### src/hw/oasr_defs.svh
// Register offsets, reset values and field positions of the register bank.
// Assumes inclusion by bare name from files under hw/.
`ifndef OASR_DEFS_SVH
`define OASR_DEFS_SVH

// ----------------------------------------------------------------------
// Per-channel offsets
// ----------------------------------------------------------------------
`define OASR_CCR_OFF      7'h01
`define OASR_IEN_OFF      7'h02
`define OASR_OPT1_OFF     7'h03
`define OASR_OPT2_OFF     7'h04
`define OASR_OPT3_OFF     7'h05
`define OASR_CSTAT_OFF    7'h06
`define OASR_SC1_OFF      7'h09
`define OASR_SC2_OFF      7'h0a
`define OASR_SC3_OFF      7'h0b
`define OASR_SC4_OFF      7'h0c
`define OASR_MCO1_OFF     7'h10
`define OASR_MCO2_OFF     7'h11
`define OASR_MCF_OFF      7'h12
`define OASR_RTO_OFF      7'h18
`define OASR_MSV_OFF      7'h28
`define OASR_MRTS_OFF     7'h29
`define OASR_MDTR_OFF     7'h2a
`define OASR_RDH_OFF      7'h31
`define OASR_RDL_OFF      7'h32
`define OASR_RBS_OFF      7'h33
`define OASR_TDH_OFF      7'h39
`define OASR_TDL_OFF      7'h3a

// ----------------------------------------------------------------------
// Global offsets
// ----------------------------------------------------------------------
`define OASR_GVEC_OFF     7'h40
`define OASR_GSC1_OFF     7'h41
`define OASR_GSC2_OFF     7'h42
`define OASR_GSC3_OFF     7'h43
`define OASR_MSM_OFF      7'h61
`define OASR_TSM_OFF      7'h62
`define OASR_RSM_OFF      7'h63
`define OASR_CAS_OFF      7'h64
`define OASR_SRS_OFF      7'h65
`define OASR_SRC_OFF      7'h66
`define OASR_FWR_OFF      7'h6b
`define OASR_PPH_OFF      7'h70
`define OASR_PPL_OFF      7'h71
`define OASR_MACK_OFF     7'h75
`define OASR_TACK_OFF     7'h76
`define OASR_RACK_OFF     7'h77

// ----------------------------------------------------------------------
// Reset values and fields
// ----------------------------------------------------------------------
`define OASR_ZERO         8'h00
`define OASR_RTO_RST      8'h05
`define OASR_RBS_RST      8'h21
`define OASR_FF_RST       8'hff
`define OASR_ACK_RST      8'h80
`define OASR_RTS_BIT      0
`define OASR_DTR_BIT      1
`define OASR_CHAN_LSB     0
`define OASR_CHAN_MSB     2
`define OASR_VEC_TYPE_MSB 2
`define OASR_ACK_MODEM    3'h1
`define OASR_ACK_TX       3'h2
`define OASR_ACK_RX       3'h3
`define OASR_NUM_CHAN     8
`define OASR_NUM_PREG     22

`endif

### src/hw/oasr_pkg.sv
// Types shared by the register bank files.
// Assumes oasr_defs.svh is reachable by bare name.
`include "oasr_defs.svh"

package oasr_pkg;

  typedef logic [7:0] oasr_byte_type;
  typedef logic [2:0] oasr_chan_type;

  // One host access as seen after the pin stage
  typedef struct packed {
    logic       rd;
    logic       wr;
    logic [6:0] addr;
    logic [7:0] wdata;
  } oasr_req_type;

  typedef enum logic [4:0] {
    oasr_p_ccr, oasr_p_ien, oasr_p_opt1, oasr_p_opt2, oasr_p_opt3,
    oasr_p_cstat, oasr_p_sc1, oasr_p_sc2, oasr_p_sc3, oasr_p_sc4,
    oasr_p_mco1, oasr_p_mco2, oasr_p_mcf, oasr_p_rto, oasr_p_msv,
    oasr_p_rdh, oasr_p_rdl, oasr_p_rbs, oasr_p_tdh, oasr_p_tdl,
    oasr_p_none
  } oasr_preg_type;

  typedef enum {oasr_idle, oasr_busy} oasr_state_type;

endpackage : oasr_pkg

### src/hw/oasr_chan_regs.sv
// Register array for the eight channels' per-channel byte registers.
// Assumes index decoding is done by the caller.
`timescale 1ns/1ps
`default_nettype none

module oasr_chan_regs
  import oasr_pkg::*;
(
  input  wire logic          clk_sys,
  input  wire logic          rst_b,
  input  wire logic          clk_en,
  input  wire logic          wr,
  input  wire oasr_chan_type chan,
  input  wire oasr_preg_type idx,
  input  wire logic [7:0]    wmask,
  input  wire oasr_byte_type wdata,
  output var  oasr_byte_type rdata
);

  oasr_byte_type mem [`OASR_NUM_CHAN][`OASR_NUM_PREG];

  function automatic oasr_byte_type reset_of(input int i);
    if (i == int'(oasr_p_rto))
      return `OASR_RTO_RST;
    else if (i == int'(oasr_p_rbs))
      return `OASR_RBS_RST;
    return `OASR_ZERO;
  endfunction : reset_of

  assign rdata = (idx == oasr_p_none) ? `OASR_ZERO : mem[chan][idx];

  always_ff @(posedge clk_sys) begin
    if (!rst_b) begin
      for (int c = 0; c < `OASR_NUM_CHAN; c++) begin
        for (int r = 0; r < `OASR_NUM_PREG; r++) begin
          mem[c][r] <= reset_of(r);
        end
      end
    end else if (clk_en && wr && idx != oasr_p_none) begin
      mem[chan][idx] <= (mem[chan][idx] & ~wmask) | (wdata & wmask);
    end
  end

endmodule : oasr_chan_regs

`default_nettype wire

### src/hw/oasr_pin_sync.sv
// Three-stage synchroniser for a pin level; change taken when the
// second and third stages agree.
// Assumes one clock and an active-low synchronous reset.
`timescale 1ns/1ps
`default_nettype none

module oasr_pin_sync
  import oasr_pkg::*;
#(
  parameter int W = 1
) (
  input  wire logic         clk_sys,
  input  wire logic         rst_b,
  input  wire logic         clk_en,
  input  wire logic [W-1:0] pin,
  output var  logic [W-1:0] level
);

  logic [W-1:0] stage1;
  logic [W-1:0] stage2;
  logic [W-1:0] stage3;
  wire  [W-1:0] agree = ~(stage2 ^ stage3);

  always_ff @(posedge clk_sys) begin
    if (!rst_b) begin
      stage1 <= '0;
      stage2 <= '0;
      stage3 <= '0;
      level  <= '0;
    end else if (clk_en) begin
      stage1 <= pin;
      stage2 <= stage1;
      stage3 <= stage2;
      level  <= (agree & stage3) | (~agree & level);
    end
  end

endmodule : oasr_pin_sync

`default_nettype wire

### src/hw/oasr_regbank.sv
// Host register bank of an eight-channel serial controller.
// Assumes a byte-wide asynchronous host bus: chip select, read and
// write strobes (active low), 7-bit address, split data in/out/enable.
// Functional notes
// [RULE_01] Writes accepted everywhere, read-only included
// [RULE_02] 16-bit host: device A0 on host A1
// [RULE_03] Big-endian 16-bit host drives A0 high
// [RULE_04] Little-endian 16-bit host drives A0 low
// [RULE_05] 32-bit host: device A0 on host A2
// [RULE_06] Option registers at 03-05, reset zero
// [RULE_07] Read-only control status at 06, reset zero
// [RULE_08] Receive timeout at 18, reset five
// [RULE_09] Rx divisors 31/32, tx 39/3A, zero
// [RULE_10] Special characters at 09 to 0C
// [RULE_11] Modem change options 10/11, flags 12
// [RULE_12] Modem value 28; 29/2A alias RTS/DTR
// [RULE_13] Modem value register reads back, reset zero
// [RULE_14] Global registers shared by all channels
// [RULE_15] Polled host acknowledges by reading ack register
// [RULE_16] Channel select low bits steer channel access
// [RULE_17] Ack registers return modified interrupt vector
`timescale 1ns/1ps
`default_nettype none

module oasr_regbank
  import oasr_pkg::*;
(
  input  wire logic       clk_sys,
  input  wire logic       rst_b,
  input  wire logic       clk_en,
  input  wire logic       cs_b,
  input  wire logic       rd_b,
  input  wire logic       wr_b,
  input  wire logic [6:0] addr,
  input  wire logic [7:0] data_in,
  output var  logic [7:0] data_out,
  output var  logic       data_oe,
  output var  logic [2:0] chan_sel,
  output var  logic [7:0] srv_config
);

  // --------------------------------------------------------------------
  // Pin stage
  // --------------------------------------------------------------------
  // Strobes and bus pass the synchroniser so address and data settle
  // before the strobe edge is acted on.
  logic [$bits(oasr_req_type)-1:0] pins_sync;
  oasr_req_type req;
  oasr_req_type req_q;

  oasr_pin_sync #(.W($bits(oasr_req_type))) u_sync (
    .clk_sys (clk_sys),
    .rst_b   (rst_b),
    .clk_en  (clk_en),
    .pin     ({~cs_b & ~rd_b, ~cs_b & ~wr_b, addr, data_in}),
    .level   (pins_sync)
  );

  assign req = oasr_req_type'(pins_sync);

  wire rd_start = req.rd & ~req_q.rd;
  wire wr_start = req.wr & ~req_q.wr;

  // --------------------------------------------------------------------
  // Global registers
  // --------------------------------------------------------------------
  // Arbitrary revision value; software may overwrite it.
  localparam oasr_byte_type FW_REV = 8'h5a;

  oasr_byte_type g_vec, g_sc1, g_sc2, g_sc3, g_msm, g_tsm, g_rsm;
  oasr_byte_type g_cas, g_src, g_fwr, g_pph, g_ppl, g_srs;

  function automatic logic hit(input logic [6:0] a, input logic [6:0] o);
    return a == o;
  endfunction : hit

  // --------------------------------------------------------------------
  // Per-channel decode
  // --------------------------------------------------------------------
  oasr_preg_type pidx;
  logic [7:0]    pmask;

  always_comb begin
    pidx  = oasr_p_none;
    pmask = 8'hff;
    case (req.addr)
      `OASR_CCR_OFF:   pidx = oasr_p_ccr;
      `OASR_IEN_OFF:   pidx = oasr_p_ien;
      `OASR_OPT1_OFF:  pidx = oasr_p_opt1; // RULE_06
      `OASR_OPT2_OFF:  pidx = oasr_p_opt2; // RULE_06
      `OASR_OPT3_OFF:  pidx = oasr_p_opt3; // RULE_06
      `OASR_CSTAT_OFF: pidx = oasr_p_cstat; // RULE_07
      `OASR_SC1_OFF:   pidx = oasr_p_sc1; // RULE_10
      `OASR_SC2_OFF:   pidx = oasr_p_sc2; // RULE_10
      `OASR_SC3_OFF:   pidx = oasr_p_sc3; // RULE_10
      `OASR_SC4_OFF:   pidx = oasr_p_sc4; // RULE_10
      `OASR_MCO1_OFF:  pidx = oasr_p_mco1; // RULE_11
      `OASR_MCO2_OFF:  pidx = oasr_p_mco2; // RULE_11
      `OASR_MCF_OFF:   pidx = oasr_p_mcf; // RULE_11
      `OASR_RTO_OFF:   pidx = oasr_p_rto; // RULE_08
      `OASR_MSV_OFF:   pidx = oasr_p_msv; // RULE_13
      `OASR_MRTS_OFF: begin
        pidx  = oasr_p_msv; // RULE_12
        pmask = 8'h01 << `OASR_RTS_BIT;
      end
      `OASR_MDTR_OFF: begin
        pidx  = oasr_p_msv; // RULE_12
        pmask = 8'h01 << `OASR_DTR_BIT;
      end
      `OASR_RDH_OFF:   pidx = oasr_p_rdh; // RULE_09
      `OASR_RDL_OFF:   pidx = oasr_p_rdl; // RULE_09
      `OASR_RBS_OFF:   pidx = oasr_p_rbs;
      `OASR_TDH_OFF:   pidx = oasr_p_tdh; // RULE_09
      `OASR_TDL_OFF:   pidx = oasr_p_tdl; // RULE_09
      default:         pidx = oasr_p_none;
    endcase
  end

  wire oasr_chan_type cur_chan = g_cas[`OASR_CHAN_MSB:`OASR_CHAN_LSB];
  wire is_alias = hit(req.addr, `OASR_MRTS_OFF) ||
                  hit(req.addr, `OASR_MDTR_OFF);
  oasr_byte_type prdata;

  oasr_chan_regs u_chan (
    .clk_sys (clk_sys),
    .rst_b   (rst_b),
    .clk_en  (clk_en),
    .wr      (wr_start), // RULE_01
    .chan    (cur_chan), // RULE_16
    .idx     (pidx),
    .wmask   (pmask),
    .wdata   (req.wdata),
    .rdata   (prdata)
  );

  // --------------------------------------------------------------------
  // Read mux
  // --------------------------------------------------------------------
  // Ack reads return the vector with the request class in its low bits.
  function automatic oasr_byte_type ack_vec(input logic [2:0] cls);
    return {g_vec[7:3], cls};
  endfunction : ack_vec

  wire g_hit = (req.addr >= `OASR_GVEC_OFF);
  oasr_byte_type grdata;

  always_comb begin
    case (req.addr)
      `OASR_GVEC_OFF:   grdata = g_vec; // RULE_14
      `OASR_GSC1_OFF:   grdata = g_sc1;
      `OASR_GSC2_OFF:   grdata = g_sc2;
      `OASR_GSC3_OFF:   grdata = g_sc3;
      `OASR_MSM_OFF:    grdata = g_msm;
      `OASR_TSM_OFF:    grdata = g_tsm;
      `OASR_RSM_OFF:    grdata = g_rsm;
      `OASR_CAS_OFF:    grdata = g_cas;
      `OASR_SRS_OFF:    grdata = g_srs;
      `OASR_SRC_OFF:    grdata = g_src;
      `OASR_FWR_OFF:    grdata = g_fwr;
      `OASR_PPH_OFF:    grdata = g_pph;
      `OASR_PPL_OFF:    grdata = g_ppl;
      `OASR_MACK_OFF:   grdata = ack_vec(`OASR_ACK_MODEM); // RULE_17
      `OASR_TACK_OFF:   grdata = ack_vec(`OASR_ACK_TX); // RULE_17
      `OASR_RACK_OFF:   grdata = ack_vec(`OASR_ACK_RX); // RULE_17
      default:          grdata = `OASR_ZERO;
    endcase
  end

  // Aliases are write-only and read as zero.
  wire oasr_byte_type next_rdata = g_hit ? grdata :
                                   is_alias ? `OASR_ZERO : prdata;

  // --------------------------------------------------------------------
  // Global register writes
  // --------------------------------------------------------------------
  // Status register is writable too: no protection in hardware, so
  // software must leave it alone.
  wire gw = wr_start & g_hit; // RULE_01

  wire we_vec = gw && hit(req.addr, `OASR_GVEC_OFF); // RULE_14
  wire we_sc1 = gw && hit(req.addr, `OASR_GSC1_OFF);
  wire we_sc2 = gw && hit(req.addr, `OASR_GSC2_OFF);
  wire we_sc3 = gw && hit(req.addr, `OASR_GSC3_OFF);
  wire we_msm = gw && hit(req.addr, `OASR_MSM_OFF);
  wire we_tsm = gw && hit(req.addr, `OASR_TSM_OFF);
  wire we_rsm = gw && hit(req.addr, `OASR_RSM_OFF);
  wire we_cas = gw && hit(req.addr, `OASR_CAS_OFF); // RULE_16
  wire we_srs = gw && hit(req.addr, `OASR_SRS_OFF); // RULE_01
  wire we_src = gw && hit(req.addr, `OASR_SRC_OFF);
  wire we_fwr = gw && hit(req.addr, `OASR_FWR_OFF);
  wire we_pph = gw && hit(req.addr, `OASR_PPH_OFF);
  wire we_ppl = gw && hit(req.addr, `OASR_PPL_OFF);

  always_ff @(posedge clk_sys) begin
    if (!rst_b) begin
      g_vec <= `OASR_FF_RST;
    end else if (clk_en && we_vec) begin
      g_vec <= req.wdata;
    end
  end

  always_ff @(posedge clk_sys) begin
    if (!rst_b) begin
      g_sc1 <= `OASR_ZERO;
    end else if (clk_en && we_sc1) begin
      g_sc1 <= req.wdata;
    end
  end

  always_ff @(posedge clk_sys) begin
    if (!rst_b) begin
      g_sc2 <= `OASR_ZERO;
    end else if (clk_en && we_sc2) begin
      g_sc2 <= req.wdata;
    end
  end

  always_ff @(posedge clk_sys) begin
    if (!rst_b) begin
      g_sc3 <= `OASR_ZERO;
    end else if (clk_en && we_sc3) begin
      g_sc3 <= req.wdata;
    end
  end

  always_ff @(posedge clk_sys) begin
    if (!rst_b) begin
      g_msm <= `OASR_ZERO;
    end else if (clk_en && we_msm) begin
      g_msm <= req.wdata;
    end
  end

  always_ff @(posedge clk_sys) begin
    if (!rst_b) begin
      g_tsm <= `OASR_ZERO;
    end else if (clk_en && we_tsm) begin
      g_tsm <= req.wdata;
    end
  end

  always_ff @(posedge clk_sys) begin
    if (!rst_b) begin
      g_rsm <= `OASR_ZERO;
    end else if (clk_en && we_rsm) begin
      g_rsm <= req.wdata;
    end
  end

  always_ff @(posedge clk_sys) begin
    if (!rst_b) begin
      g_cas <= `OASR_ZERO;
    end else if (clk_en && we_cas) begin
      g_cas <= req.wdata; // RULE_16
    end
  end

  always_ff @(posedge clk_sys) begin
    if (!rst_b) begin
      g_srs <= `OASR_ZERO;
    end else if (clk_en && we_srs) begin
      g_srs <= req.wdata; // RULE_01
    end
  end

  always_ff @(posedge clk_sys) begin
    if (!rst_b) begin
      g_src <= `OASR_ZERO;
    end else if (clk_en && we_src) begin
      g_src <= req.wdata;
    end
  end

  // Revision byte is plain storage; only reset restores it.
  always_ff @(posedge clk_sys) begin
    if (!rst_b) begin
      g_fwr <= FW_REV;
    end else if (clk_en && we_fwr) begin
      g_fwr <= req.wdata;
    end
  end

  always_ff @(posedge clk_sys) begin
    if (!rst_b) begin
      g_pph <= `OASR_FF_RST;
    end else if (clk_en && we_pph) begin
      g_pph <= req.wdata;
    end
  end

  always_ff @(posedge clk_sys) begin
    if (!rst_b) begin
      g_ppl <= `OASR_FF_RST;
    end else if (clk_en && we_ppl) begin
      g_ppl <= req.wdata;
    end
  end

  // --------------------------------------------------------------------
  // Bus outputs
  // --------------------------------------------------------------------
  always_ff @(posedge clk_sys) begin
    if (!rst_b) begin
      req_q <= '0;
    end else if (clk_en) begin
      req_q <= req;
    end
  end

  // Read data is caught once per read so a slow host sees it steady.
  always_ff @(posedge clk_sys) begin
    if (!rst_b) begin
      data_out <= `OASR_ZERO;
    end else if (clk_en && rd_start) begin
      data_out <= next_rdata;
    end
  end

  always_ff @(posedge clk_sys) begin
    if (!rst_b) begin
      data_oe <= 1'b0;
    end else if (clk_en) begin
      data_oe <= req.rd;
    end
  end

  always_ff @(posedge clk_sys) begin
    if (!rst_b) begin
      chan_sel <= 3'h0;
    end else if (clk_en) begin
      chan_sel <= cur_chan;
    end
  end

  always_ff @(posedge clk_sys) begin
    if (!rst_b) begin
      srv_config <= `OASR_ZERO;
    end else if (clk_en) begin
      srv_config <= g_src;
    end
  end

endmodule : oasr_regbank

`default_nettype wire

### config.mk
export PLATFORM = sky130hd
export DESIGN_NAME = oasr_regbank
export DESIGN_NICKNAME = d
export VERILOG_FILES = /design/src/hw/oasr_pkg.sv /design/src/hw/oasr_chan_regs.sv /design/src/hw/oasr_pin_sync.sv /design/src/hw/oasr_regbank.sv
export VERILOG_INCLUDE_DIRS = /design/src /design/src/hw
export SDC_FILE = /design/constraint.sdc
export NUM_CORES = 2
export LEC_CHECK = 0
export BUFFER_PORTS_ARGS = -buffer_cell sky130_fd_sc_hd__buf_2
export CAP_MARGIN = 40
export CORE_MARGIN = 8
export CORE_UTILIZATION = 30
export CTS_CLUSTER_SIZE = 10
export DETAILED_ROUTE_END_ITERATION = 7
export PLACE_DENSITY = 0.42
export SKIP_CTS_REPAIR_TIMING = 1
export SLEW_MARGIN = 15
export SYNTH_ARGS = -nofsm -noshare
export SYNTH_HDL_FRONTEND = slang
export SYNTH_SLANG_ARGS = --single-unit
### constraint.sdc
create_clock -name clk_sys -period 3.9 [get_ports clk_sys]
set_clock_uncertainty 0.2 [all_clocks]
set_input_delay 0.78 -clock clk_sys [delete_from_list [all_inputs] [get_ports clk_sys]]
set_output_delay 0.78 -clock clk_sys [all_outputs]
set_load 0.02 [all_outputs]
==> reports/qor.csv <==
stage,metric,value,unit
cts,path_clk_slew,0.06,ns
synthesis,yosysTopAreaCell,edfxtp_1,
worst_setup_path,arrival,4.27,ns
floorplanning,core-area,229000,um^2
worst_setup_path,path_buf_inv,5,
timing,layout_setup_ws,-0.00645,ns
detailed_routing,avgRoutedWirePerCell,26.0,um
timing,rsz0062_at_grt,true,
timing,post-route-min-period,3.91,ns
run_status,status,"finished, violations left",
run,drv_cap,0,
detailed_routing,post-route-drc-count,0,
worst_setup_path,crit_required,4.26,ns
global_routing,grt_use_total,18.3,%
worst_setup_path,cp-start-kind,flip-flop,
timing,final-setup-viol-count,2,
floorplanning,die_w,495,um
global_routing,grt_pass1_wl,327000,um
worst_setup_path,critPathMaxFanout,26,
final_layout,drive_gt1_share,22.6,%
final_layout,regArea,45700,um^2
synthesis,ys_seq_elements,1588,
cts,clockBufferDepth,3,
detailed_routing,drt_iter0_markers,4193,
synthesis,yosys_warnings,0,
detailed_routing,viasPerCell,5.05,
pwr,clockPowerShare,43.6,%
synthesis,synth_most_common_cell,edfxtp_1,
worst_setup_path,path_class,flip-flop to flip-flop,
cts,htree_levels,4,
worst_setup_path,cp_slowest_cell,o311ai_2,
synthesis,synth_area_leaders,"edfxtp_1 61%, mux4_2 12%, nor2_1 7.5%",
min_path,hp-class,input pin to flip-flop,
timing,maxSlewHeadroom,34.6,%
final_layout,post-route-util,36.4,%
global_routing,grt_overflow,0,
placement,dp_slack,-0.277,ns
final_layout,multi_input_area,21900,um^2
synthesis,synthCells,5124,
worst_setup_path,cpMostUsedCell,buf_4,
pwr,seq_power_share,53.2,%
pwr,cellLeakagePower,27.2,nW
synthesis,synthFlopType,edfxtp_1,
worst_setup_path,worst_setup_path_end_kind,flip-flop,
timing,fmaxAchievable,256,MHz
detailed_routing,vias,44382,
worst_setup_path,critical_path.top_delay_family,compound AO/OA/AOI/OAI gates,
floorplanning,ios,41,
cts,clockRootBuffer,clkbuf_16,
worst_setup_path,reg2reg_slack,-0.006,ns
pwr,switching_power,7.89,mW
synthesis,netlist_top_cells_count,"1392 x edfxtp_1, 1380 x nor2_1, 558 x nand2_1",
synthesis,ys_types,81,
floorplanning,initial_core_util,30.0,%
pwr,swShare,21.6,%
global_routing,grt_max_degree,110,
synthesis,synth_sequential_area_ratio,66.4,%
final_layout,fin_cells,8796,
synthesis,synth_top_cell_area_share,60.7,%
final_layout,fillers,22124,
floorplanning,num_rows,176,
pwr,ir_worst_vdd,0.426,mV
placement,hpwlAfterDp,155000,um
cts,cts_tree,done,
detailed_routing,dr.pass1.iters,6,
worst_setup_path,slowest_delay,0.52,ns
placement,dp.cells,8482,
cts,cts_sinks,1588,
pwr,power_density,439,nW/um^2
synthesis,synth_edf_count,1392,
global_routing,grt_pass1_vias,44066,
run_status,violations,negative setup slack,
floorplanning,die_area,245000,um^2
timing,worst_slew_pin_slew,0.980,ns
synthesis,async_flop_share,0,%
global_routing,antenna_found_initial,7,
timing,hold_viol_final,0,
floorplanning,chipHeight,495,um
synthesis,synthesis.area,68800,um^2
timing,drv_slew,0,
cts,cts_buffers,185,
timing,finalCritPeriodShare,100,%
synthesis,syn_area_per_cell,13.4,um^2
pwr,power.internal,28.7,mW
worst_setup_path,crit_path_cell_trace,buf_4 > nor2_1 > nand4_1 > o211ai_1 > buf_4 > nor2_4 > buf_12 > buf_4 > and3_1 > a211oi_1 > o311ai_2 > o31a_2 > buf_4 > nor2_1,
detailed_routing,routed_wirelength,229000,um
pwr,combPwrFrac,3.2,%
final_layout,nets,5688,
placement,routabilityCongestion,0.864,
cts,clock_latency,0.85,ns
detailed_routing,ant_nets,0,
placement,portBuffers,40,
final_layout,area_delta_synth_final,21.0,%
[cells in the final DEF (no fill, tap or decap), types with 10 or more instances in the layout]
cell | Yosys | layout
clkbuf_16 | 0 | 190
edfxtp_1 | 1392 | 1392
mux2i_1 | 124 | 118
a22oi_1 | 22 | 21
buf_12 | 0 | 118
dlygate4sd3_1 | 0 | 13
and2_1 | 15 | 13
buf_4 | 28 | 455
nand4_1 | 16 | 16
and3_1 | 17 | 15
conb_1 | 1 | 112
mux4_2 | 368 | 368
clkbuf_1 | 165 | 68
buf_2 | 176 | 42
o22ai_1 | 14 | 14
nand2b_1 | 38 | 38
nand2_1 | 558 | 550
a21o_1 | 18 | 18
mux2_2 | 11 | 11
dfxtp_1 | 196 | 187
nor2_1 | 1380 | 1374
a21oi_1 | 109 | 109
nand3_1 | 197 | 195
a31oi_1 | 14 | 12
inv_1 | 18 | 17
a221oi_1 | 21 | 21
a222oi_1 | 10 | 10
o21ai_0 | 40 | 38
[worst reg2reg max path: cells and delay by family, from the launching register on]
| family | cells | cell delay (ns) |
|---|---|---|
| compound gates | 4 | 1.11 |
| simple gates | 5 | 0.80 |
| flops | 1 | 0.41 |
| buf+inv | 5 | 1.11 |
[through the flow]
step	hold slack, ns	total power [mW]	area, um^2	TNS, ns
after global routing	0.00821	37.7	83300	-1.90
after CTS	-0.0975	37.0	82700	-118.36
final	0.00233	36.6	83300	-0.00686
after detailed placement	0.246	21.0	77400	-90.70
after global placement	0.240	21.0	77300	-202.28
after floorplan	0.233	20.3	69200	0
[registers in the layout, summed over array words and instances, names as in the netlist, 17 cells and up, named ones only]
register       cells
u_chan.mem      1392
u_sync.stage1     17
u_sync.stage2     17
u_sync.stage3     17
[logic make-up (layout without fill, tap and decap cells)]
kind of cell	count (synthesis)	in the layout	synth area share, %
simple gates	2275	2275	13.4
flops	1588	1588	66.4
mux	504	504	14.1
buf+inv	420	953	2.83
compound gates	330	330	3.23
xor+xnor	6	6	0.0764
other cells	1	114	0.00545
[power groups by stage]
stage	Clock (mW)	Combinational, mW	Sequential [mW]
2_1_floorplan	0	0.651	19.7
3_3_place_gp	0	1.18	19.8
3_5_place_dp	0	1.18	19.8
4_1_cts	16.4	1.19	19.4
5_1_grt	16.9	1.26	19.5
6_report	15.9	1.18	19.4
[path summary, 6_finish.rpt]
| check | from | end | cells after the start |
|---|---|---|---|
| setup / recovery | flip-flop | u_chan.mem[7][41]$_SDFFCE_PN0P_ | 14 |
| hold / removal | data_in[5] | u_sync.stage1[5]$_SDFFE_PN0P_ | 3 |
| setup reg to reg | flip-flop | u_chan.mem[7][41]$_SDFFCE_PN0P_ | 14 |
| hold reg to reg | u_sync.stage3[10]$_SDFFE_PN0P_ | flip-flop | 2 |
[layer usage]
metal / vias up / routed length [um] / GRT usage [%] / part of all wire, %
met4: 2 / 5840 / 4.74 / 2.6
met3: 295 / 13000 / 2.96 / 5.7
met5: - / 13 / 0 / 0.0057
met1: 23002 / 103000 / 25.7 / 45
li1: 19724 / - / - / -
met2: 1359 / 107000 / 29.4 / 47
[layout make-up]
type                    instances  area share (%)
inverters                      20          0.0962
multi-input cells            3227            26.3
repair buffers                645            7.71
well taps                    3026            4.55
clock inverters                24           0.344
flip-flops and latches       1588            54.9
clock buffers                 264            6.09
diodes                          2         0.00601
Power figures use the tool's default switching activity.
